File: src/irq_en_pkg.sv
// Purpose: Shared constants and carriers for the upper interrupt enable bank
// Assumes: Classic Wishbone slave, 32-bit data, three word-aligned registers
// Notes: Enable words are 16 bits wide; bits 31..16 read as zero
package irq_en_pkg;

  localparam int unsigned WORD_W = 16;
  localparam int unsigned NUM_WORDS = 3;
  localparam int unsigned BUS_W = 32;
  localparam int unsigned ADDR_W = 8;

  // Byte addresses of the enable words
  localparam logic [ADDR_W-1:0] OFS_EN_WORD_2 = 8'h00;
  localparam logic [ADDR_W-1:0] OFS_EN_WORD_3 = 8'h04;
  localparam logic [ADDR_W-1:0] OFS_EN_WORD_4 = 8'h08;

  // Implemented bit masks per word
  localparam logic [WORD_W-1:0] MASK_EN_WORD_2 = 16'hDFFF;
  localparam logic [WORD_W-1:0] MASK_EN_WORD_3 = 16'h21FF;
  localparam logic [WORD_W-1:0] MASK_EN_WORD_4 = 16'h00F6;

  // Power-on value of every enable bit
  localparam logic [WORD_W-1:0] RST_EN_WORD = 16'h0000;

  // Word 2 bit positions
  localparam int unsigned B2_TIMER6 = 15;
  localparam int unsigned B2_DMA4 = 14;
  localparam int unsigned B2_OC8 = 12;
  localparam int unsigned B2_OC5 = 9;
  localparam int unsigned B2_IC6 = 8;
  localparam int unsigned B2_IC3 = 5;
  localparam int unsigned B2_DMA3 = 4;
  localparam int unsigned B2_CAN_A_EV = 3;
  localparam int unsigned B2_CAN_A_RX = 2;
  localparam int unsigned B2_SPI_B_EV = 1;
  localparam int unsigned B2_SPI_B_ERR = 0;

  // Word 3 bit positions
  localparam int unsigned B3_DMA5 = 13;
  localparam int unsigned B3_CAN_B_EV = 8;
  localparam int unsigned B3_CAN_B_RX = 7;
  localparam int unsigned B3_EXT4 = 6;
  localparam int unsigned B3_EXT3 = 5;
  localparam int unsigned B3_TIMER9 = 4;
  localparam int unsigned B3_TIMER8 = 3;
  localparam int unsigned B3_I2C_B_M = 2;
  localparam int unsigned B3_I2C_B_S = 1;
  localparam int unsigned B3_TIMER7 = 0;

  // Word 4 bit positions
  localparam int unsigned B4_CAN_B_TX = 7;
  localparam int unsigned B4_CAN_A_TX = 6;
  localparam int unsigned B4_DMA7 = 5;
  localparam int unsigned B4_DMA6 = 4;
  localparam int unsigned B4_UART_B_ERR = 2;
  localparam int unsigned B4_UART_A_ERR = 1;

  // Source vectors in enable-word layout, one field per word
  typedef struct packed {
    logic [WORD_W-1:0] word_4;
    logic [WORD_W-1:0] word_3;
    logic [WORD_W-1:0] word_2;
  } irq_vec_s;

  // Wishbone request from master
  typedef struct packed {
    logic cyc;
    logic stb;
    logic we;
    logic [3:0] sel;
    logic [ADDR_W-1:0] adr;
    logic [BUS_W-1:0] dat;
  } wb_req_s;

  // Wishbone answer to master
  typedef struct packed {
    logic ack;
    logic [BUS_W-1:0] dat;
  } wb_rsp_s;

endpackage : irq_en_pkg

File: src/irq_enable_bank_upper.sv
// Purpose: Interrupt enable words 2 to 4 with per-source request gating
// Assumes: Classic Wishbone master; request flags held by an outer flag bank
// Notes: Ack comes one cycle after strobe; unmapped reads return zero and ack
`timescale 1ns/1ps

module irq_enable_bank_upper (
  input wire logic clk_sys,
  input wire logic rst,
  input wire irq_en_pkg::wb_req_s wb_req,
  output irq_en_pkg::wb_rsp_s wb_rsp,
  input wire logic timer6_irq,
  input wire logic dma_ch4_done_irq,
  input wire logic [3:0] out_cmp_irq,
  input wire logic [3:0] in_cap_irq,
  input wire logic dma_ch3_done_irq,
  input wire logic can_a_event_irq,
  input wire logic can_a_rx_ready_irq,
  input wire logic spi_b_event_irq,
  input wire logic spi_b_error_irq,
  input wire logic dma_ch5_done_irq,
  input wire logic can_b_event_irq,
  input wire logic can_b_rx_ready_irq,
  input wire logic ext_irq4,
  input wire logic ext_irq3,
  input wire logic timer9_irq,
  input wire logic timer8_irq,
  input wire logic i2c_b_master_irq,
  input wire logic i2c_b_slave_irq,
  input wire logic timer7_irq,
  input wire logic can_b_tx_request_irq,
  input wire logic can_a_tx_request_irq,
  input wire logic dma_ch7_done_irq,
  input wire logic dma_ch6_done_irq,
  input wire logic uart_b_error_irq,
  input wire logic uart_a_error_irq,
  output irq_en_pkg::irq_vec_s irq_enabled,
  output irq_en_pkg::irq_vec_s irq_gated,
  output logic irq_any
);

  typedef enum logic [1:0] {
    ST_IDLE = 2'b01,
    ST_ACK = 2'b10
  } bus_state_e;

  bus_state_e state_q;
  bus_state_e state_d;
  logic [irq_en_pkg::BUS_W-1:0] rdata_q;
  logic [irq_en_pkg::BUS_W-1:0] rdata_d;
  logic req_valid;
  logic wr_fire;
  logic sel_w2;
  logic sel_w3;
  logic sel_w4;
  logic [1:0] lane;
  irq_en_pkg::irq_vec_s flags;
  irq_en_pkg::irq_vec_s en_all;
  irq_en_pkg::irq_vec_s gated_all;
  logic [irq_en_pkg::WORD_W-1:0] rd_word;

  // Pack request flags into the enable-word layout
  always_comb begin
    flags = '0;
    flags.word_2[irq_en_pkg::B2_TIMER6] = timer6_irq;
    flags.word_2[irq_en_pkg::B2_DMA4] = dma_ch4_done_irq;
    flags.word_2[irq_en_pkg::B2_OC8:irq_en_pkg::B2_OC5] = out_cmp_irq;
    flags.word_2[irq_en_pkg::B2_IC6:irq_en_pkg::B2_IC3] = in_cap_irq;
    flags.word_2[irq_en_pkg::B2_DMA3] = dma_ch3_done_irq;
    flags.word_2[irq_en_pkg::B2_CAN_A_EV] = can_a_event_irq;
    flags.word_2[irq_en_pkg::B2_CAN_A_RX] = can_a_rx_ready_irq;
    flags.word_2[irq_en_pkg::B2_SPI_B_EV] = spi_b_event_irq;
    flags.word_2[irq_en_pkg::B2_SPI_B_ERR] = spi_b_error_irq;
    flags.word_3[irq_en_pkg::B3_DMA5] = dma_ch5_done_irq;
    flags.word_3[irq_en_pkg::B3_CAN_B_EV] = can_b_event_irq;
    flags.word_3[irq_en_pkg::B3_CAN_B_RX] = can_b_rx_ready_irq;
    flags.word_3[irq_en_pkg::B3_EXT4] = ext_irq4;
    flags.word_3[irq_en_pkg::B3_EXT3] = ext_irq3;
    flags.word_3[irq_en_pkg::B3_TIMER9] = timer9_irq;
    flags.word_3[irq_en_pkg::B3_TIMER8] = timer8_irq;
    flags.word_3[irq_en_pkg::B3_TIMER7] = timer7_irq;
    flags.word_3[irq_en_pkg::B3_I2C_B_M] = i2c_b_master_irq;
    flags.word_3[irq_en_pkg::B3_I2C_B_S] = i2c_b_slave_irq;
    flags.word_4[irq_en_pkg::B4_CAN_B_TX] = can_b_tx_request_irq;
    flags.word_4[irq_en_pkg::B4_CAN_A_TX] = can_a_tx_request_irq;
    flags.word_4[irq_en_pkg::B4_DMA7] = dma_ch7_done_irq;
    flags.word_4[irq_en_pkg::B4_DMA6] = dma_ch6_done_irq;
    flags.word_4[irq_en_pkg::B4_UART_B_ERR] = uart_b_error_irq;
    flags.word_4[irq_en_pkg::B4_UART_A_ERR] = uart_a_error_irq;
  end

  // Address decode; the whole address is compared, so the low two address bits must be zero
  assign req_valid = wb_req.cyc && wb_req.stb;
  assign sel_w2 = wb_req.adr == irq_en_pkg::OFS_EN_WORD_2;
  assign sel_w3 = wb_req.adr == irq_en_pkg::OFS_EN_WORD_3;
  assign sel_w4 = wb_req.adr == irq_en_pkg::OFS_EN_WORD_4;
  // Write lands on the ack edge only, so a held request writes once
  assign wr_fire = req_valid && wb_req.we && (state_q == ST_ACK);
  assign lane = wr_fire ? wb_req.sel[1:0] : 2'b00;

  // Word 2: bit 13 unimplemented
  irq_en_word #(
    .IMPL_MASK(irq_en_pkg::MASK_EN_WORD_2)
  ) u_word_2 (
    .clk_sys(clk_sys),
    .rst(rst),
    .wr_lane(sel_w2 ? lane : 2'b00),
    .wr_data(wb_req.dat[irq_en_pkg::WORD_W-1:0]),
    .req_flags(flags.word_2),
    .en_value(en_all.word_2),
    .req_gated(gated_all.word_2)
  );

  // Word 3: bits 15-14 and 12-9 unimplemented
  irq_en_word #(
    .IMPL_MASK(irq_en_pkg::MASK_EN_WORD_3)
  ) u_word_3 (
    .clk_sys(clk_sys),
    .rst(rst),
    .wr_lane(sel_w3 ? lane : 2'b00),
    .wr_data(wb_req.dat[irq_en_pkg::WORD_W-1:0]),
    .req_flags(flags.word_3),
    .en_value(en_all.word_3),
    .req_gated(gated_all.word_3)
  );

  // Word 4: bits 15-8, 3 and 0 unimplemented
  irq_en_word #(
    .IMPL_MASK(irq_en_pkg::MASK_EN_WORD_4)
  ) u_word_4 (
    .clk_sys(clk_sys),
    .rst(rst),
    .wr_lane(sel_w4 ? lane : 2'b00),
    .wr_data(wb_req.dat[irq_en_pkg::WORD_W-1:0]),
    .req_flags(flags.word_4),
    .en_value(en_all.word_4),
    .req_gated(gated_all.word_4)
  );

  // Read mux; unmapped addresses read zero rather than erroring
  always_comb begin
    rd_word = '0;
    if (sel_w2) begin
      rd_word = en_all.word_2;
    end else if (sel_w3) begin
      rd_word = en_all.word_3;
    end else if (sel_w4) begin
      rd_word = en_all.word_4;
    end
  end

  // Bus handshake: one wait state, ack for exactly one cycle
  always_comb begin
    state_d = state_q;
    rdata_d = rdata_q;
    case (state_q)
      ST_IDLE: begin
        if (req_valid) begin
          state_d = ST_ACK;
          rdata_d = {{(irq_en_pkg::BUS_W - irq_en_pkg::WORD_W){1'b0}}, rd_word};
        end
      end
      ST_ACK: begin
        state_d = ST_IDLE;
      end
      default: begin
        state_d = ST_IDLE;
      end
    endcase
  end

  // Handshake state registers
  always_ff @(posedge clk_sys) begin
    if (rst) begin
      state_q <= ST_IDLE;
      rdata_q <= '0;
    end else begin
      state_q <= state_d;
      rdata_q <= rdata_d;
    end
  end

  // Ack is combinational from state; data comes from a flop
  always_comb begin
    wb_rsp.ack = (state_q == ST_ACK) && req_valid;
    wb_rsp.dat = rdata_q;
  end

  assign irq_enabled = en_all;
  assign irq_gated = gated_all;
  assign irq_any = |gated_all;

endmodule // irq_enable_bank_upper

File: src/irq_en_word.sv
// Purpose: One 16-bit enable word with fixed implemented-bit mask
// Assumes: Write strobe already qualified by address, ack and byte lanes
// Notes: Unimplemented positions never store and read zero
`timescale 1ns/1ps
module irq_en_word #(
  parameter logic [15:0] IMPL_MASK = 16'h0000
) (
  input wire logic clk_sys,
  input wire logic rst,
  input wire logic [1:0] wr_lane,
  input wire logic [15:0] wr_data,
  input wire logic [15:0] req_flags,
  output logic [15:0] en_value,
  output logic [15:0] req_gated
);

  logic [15:0] en_q;
  logic [15:0] en_d;

  // Lane-wise update; masked bits stay zero whatever is written
  always_comb begin
    en_d = en_q;
    if (wr_lane[0]) begin
      en_d[7:0] = wr_data[7:0] & IMPL_MASK[7:0];
    end
    if (wr_lane[1]) begin
      en_d[15:8] = wr_data[15:8] & IMPL_MASK[15:8];
    end
  end

  // Enables clear at reset so every source starts blocked
  always_ff @(posedge clk_sys) begin
    if (rst) begin
      en_q <= irq_en_pkg::RST_EN_WORD;
    end else begin
      en_q <= en_d;
    end
  end

  assign en_value = en_q & IMPL_MASK;
  // Flags pass through untouched; only the forwarded copy is gated
  assign req_gated = req_flags & en_q & IMPL_MASK;

endmodule // irq_en_word

File: config.mk
export PLATFORM = sky130hd
export DESIGN_NAME = irq_enable_bank_upper
export DESIGN_NICKNAME = d
export VERILOG_FILES = /design/src/irq_en_pkg.sv /design/src/irq_enable_bank_upper.sv /design/src/irq_en_word.sv
export SDC_FILE = /design/constraint.sdc
export NUM_CORES = 1
export LEC_CHECK = 0
export BUFFER_PORTS_ARGS = -buffer_cell sky130_fd_sc_hd__buf_2
export CAP_MARGIN = 20
export CORE_UTILIZATION = 39
export DETAILED_ROUTE_END_ITERATION = 12
export GPL_TIMING_DRIVEN = 0
export PLACE_DENSITY = 0.78
export REMOVE_ABC_BUFFERS = 1
export SYNTH_ARGS = -nofsm -noshare
export SYNTH_HDL_FRONTEND = slang
export SYNTH_SLANG_ARGS = --single-unit
File: constraint.sdc
create_clock -name clk_sys -period 2.65 [get_ports clk_sys]
set_input_delay 0.1325 -clock clk_sys [delete_from_list [all_inputs] [get_ports clk_sys]]
set_output_delay 0.1325 -clock clk_sys [all_outputs]
set_load 0.02 [all_outputs]
==> qor.yml <==
crit_type: "register to primary output"
ys_top_cells_by_area: "sky130_fd_sc_hd__dfxtp_1, sky130_fd_sc_hd__buf_4, sky130_fd_sc_hd__mux2i_1, sky130_fd_sc_hd__and2_1, sky130_fd_sc_hd__nor2_1"
clock_path_buffers: 2
layout.cells.non_filler: 510
critical_path_required_ns: 2.52
timing.hold.worst_endpoint: "u_word_2.en_q[14]"
diodes: 0
dpl.cell_count: 502
fmaxAchievable_ghz: 0.3877
per_instance_average_area_after_synthesis_um2: 8.900
finalWirelength_um: 6948
r2r_start: "state_q[0]"
initial_utilization: 0.4069
cts.sinks: 49
core_area_um2: 6386
row_count: 29
drt_drc_violations_left: 0
synthDistinctLibCells: 29
cts_hold_repair.buffers: 0
via_per_inst: 4.702
timing_worst_slew_pin_value_ns: 0.7699
syn-instance-count: 292
yosysWarnings: 0
grt_antenna_before_repair: 0
max-vdd-ir-drop_mv: 0.2317
slew_headroom: 0.4820
htree_num_levels: 2
post_route_cells_drive_above_1_share: 0.3672
grt_start_max_net_pins: 41
power-per-cell-area_nw_per_um2: 451.3
hold_violations: 0
r2r_cells: 4
critical_path.max_fanout: 4
gp_routability_congestion: 0.7813
rr_endpoint: "u_word_2.en_q[1]"
layout_worst_path_cycle_share: 0.9734
critPathCaptureType: "primary output"
ios: 210
hold_path.startpoint: "wb_req[14]"
finalSetupTns_ns: 0
routed_wire_length_per_instance_um: 13.62
detailedRoute.firstIterationViolations: 121
leakagePower_uw: 0.001991
fp.dieArea_um2: 6994
routed-via-count: 2398
slew_viol_final: 0
detail-route-antenna-nets: 0
startpoint_type: "register"
yosysTopAreaCell: "sky130_fd_sc_hd__dfxtp_1"
die_width_um: 83.63
grt_pass1_wl_um: 10610
timing.reg2reg.setup_slack_ns: 0.78
yosysSeqAreaShare: 0.3775
synth_top_area_frac: 0.3775
hp-class: "input port to register"
place.port_buffers: 141
post-dp-hpwl_um: 5620
tritoncts.num_buffers: 5
synth-edff-count: 0
number_of_endpoints_failing_setup_at_the_final_stage: 0
grt_overflow_total: 0
synthArstFlopShare: 0
placement.cell_area_um2: 3183
die_height_um: 83.63
commonest_cells_post_synth: "sky130_fd_sc_hd__buf_4, sky130_fd_sc_hd__dfxtp_1, sky130_fd_sc_hd__nor2_1, sky130_fd_sc_hd__mux2i_1, sky130_fd_sc_hd__and2_1"
yosys.cell_count.top_type: "sky130_fd_sc_hd__buf_4"
insertion_delay_ns: 0.29
clock-root-buffer: "sky130_fd_sc_hd__clkbuf_8"
area_delta_synth_final_pct: 28.21
maxCapViolCount: 0
yosys_register_bits: 49
synthFlopType: "sky130_fd_sc_hd__dfxtp_1"
design.final.nets: 512
path_clk_slew_ns: 0.09
finClkSkew_ns: 0.004183
critical_path_arrival_ns: 2.45
post_synth_instance_area_um2: 2599
number_of_global_route_vias_before_repair: 2205
grt_setup_unrepaired: "no"
post-route-cell-area_um2: 3332
firstDrtPassIters: 4
min_delay_path_depth: 3
run_status: "completed"
global_route.usage.total: 0.1913
final.min_clock_period_ns: 2.579
cts_tree: "done"
## report_power, final
part           switching (uW)  total (uW)  leakage [uW]  internal, uW
registers               0.649         736      0.000396           736
clock network             243         618     0.0000681           375
logic                     109         150       0.00153          41.1
## final cells by class
| type | instances | area (um2) |
|---|---|---|
| clock buffer | 5 | 68.82 |
| clock inverter | 3 | 65.06 |
| fill | 627 | 3054 |
| inverter | 1 | 3.754 |
| multi-input combinational | 234 | 1404 |
| sequential | 49 | 985.9 |
| tap | 77 | 96.34 |
| timing repair buffer | 141 | 708.2 |
## layout by cell type (no fill, tap or decap), types with 3 or more instances in the layout
master	synthesis	layout
sky130_fd_sc_hd__buf_2	0	140
sky130_fd_sc_hd__conb_1	1	50
sky130_fd_sc_hd__nor2_1	48	48
sky130_fd_sc_hd__dfxtp_1	49	47
sky130_fd_sc_hd__mux2i_1	37	37
sky130_fd_sc_hd__and2_1	32	32
sky130_fd_sc_hd__nand2_1	8	8
sky130_fd_sc_hd__nand4_1	7	7
sky130_fd_sc_hd__a21oi_1	7	7
sky130_fd_sc_hd__a22oi_1	6	6
sky130_fd_sc_hd__o21ai_1	6	6
sky130_fd_sc_hd__and4b_1	5	5
sky130_fd_sc_hd__clkbuf_8	0	5
sky130_fd_sc_hd__or4_1	6	4
sky130_fd_sc_hd__or2_2	3	3
sky130_fd_sc_hd__nor4_1	3	3
sky130_fd_sc_hd__a221o_1	3	3
## metrics by stage
stage / hold slack (ns) / utilization / power, uW / setup slack (ns)
final: 0.07201 / 0.5217 / 1504 / 0.07061
after global routing: 0.07591 / 0.5217 / 1553 / 0.009741
after CTS: 0.06502 / 0.5202 / 1517 / 0.06166
after detailed placement: 0.3750 / 0.4984 / 903.5 / 0.3204
after global placement: 0.3652 / 0.4984 / 900.2 / 0.2987
after floorplan: 0.2016 / - / 834.7 / 0.3581
## critical path, cell delays in order (launching register included)
cell and delay, ns:
sky130_fd_sc_hd__dfxtp_4 0.36, sky130_fd_sc_hd__and2_4 0.14, sky130_fd_sc_hd__or4_4 0.53, sky130_fd_sc_hd__or4_4 0.43
sky130_fd_sc_hd__or4_1 0.53, sky130_fd_sc_hd__buf_4 0.17
## worst max path at each step
stage	cells past startpoint	to	slack, ns	from
after floorplan	4	irq_any	0.36	u_word_3.en_q[13]
after global placement	5	irq_any	0.30	u_word_4.en_q[2]
after detailed placement	5	irq_any	0.32	u_word_4.en_q[2]
after CTS	5	irq_any	0.06	u_word_4.en_q[2]
after global routing	5	irq_any	0.01	u_word_4.en_q[2]
final	5	irq_any	0.07	u_word_4.en_q[2]
## registers in the layout (all words and copies together), names as in the netlist
name,cells
rdata_q,16
state_q,2
u_word_2.en_q,15
u_word_4.en_q,6
u_word_3.en_q,10
## timing repair
item / 4_1_cts / 5_1_grt
pin swaps: 1 / 0
endpoints found under the setup margin: 1 / 1
resized for setup: 3 / 3
buffers inserted: 0 / 0
## cells by family after synthesis
kind of cell           share of synthesized area
AO/OA/AOI/OAI                            0.06114
buffers and inverters                     0.1560
flip-flops                                0.3775
multiplexers                              0.1425
other                                   0.001443
AND/OR/NAND/NOR                           0.2614
## layer usage
metal  wire length (um)  track usage
met4                 80      0.04777
met3                476      0.03759
met2               3398       0.3311
met1               2993       0.2434
met5                  0            0
Note: power is estimated with default switching activity, not from simulation.
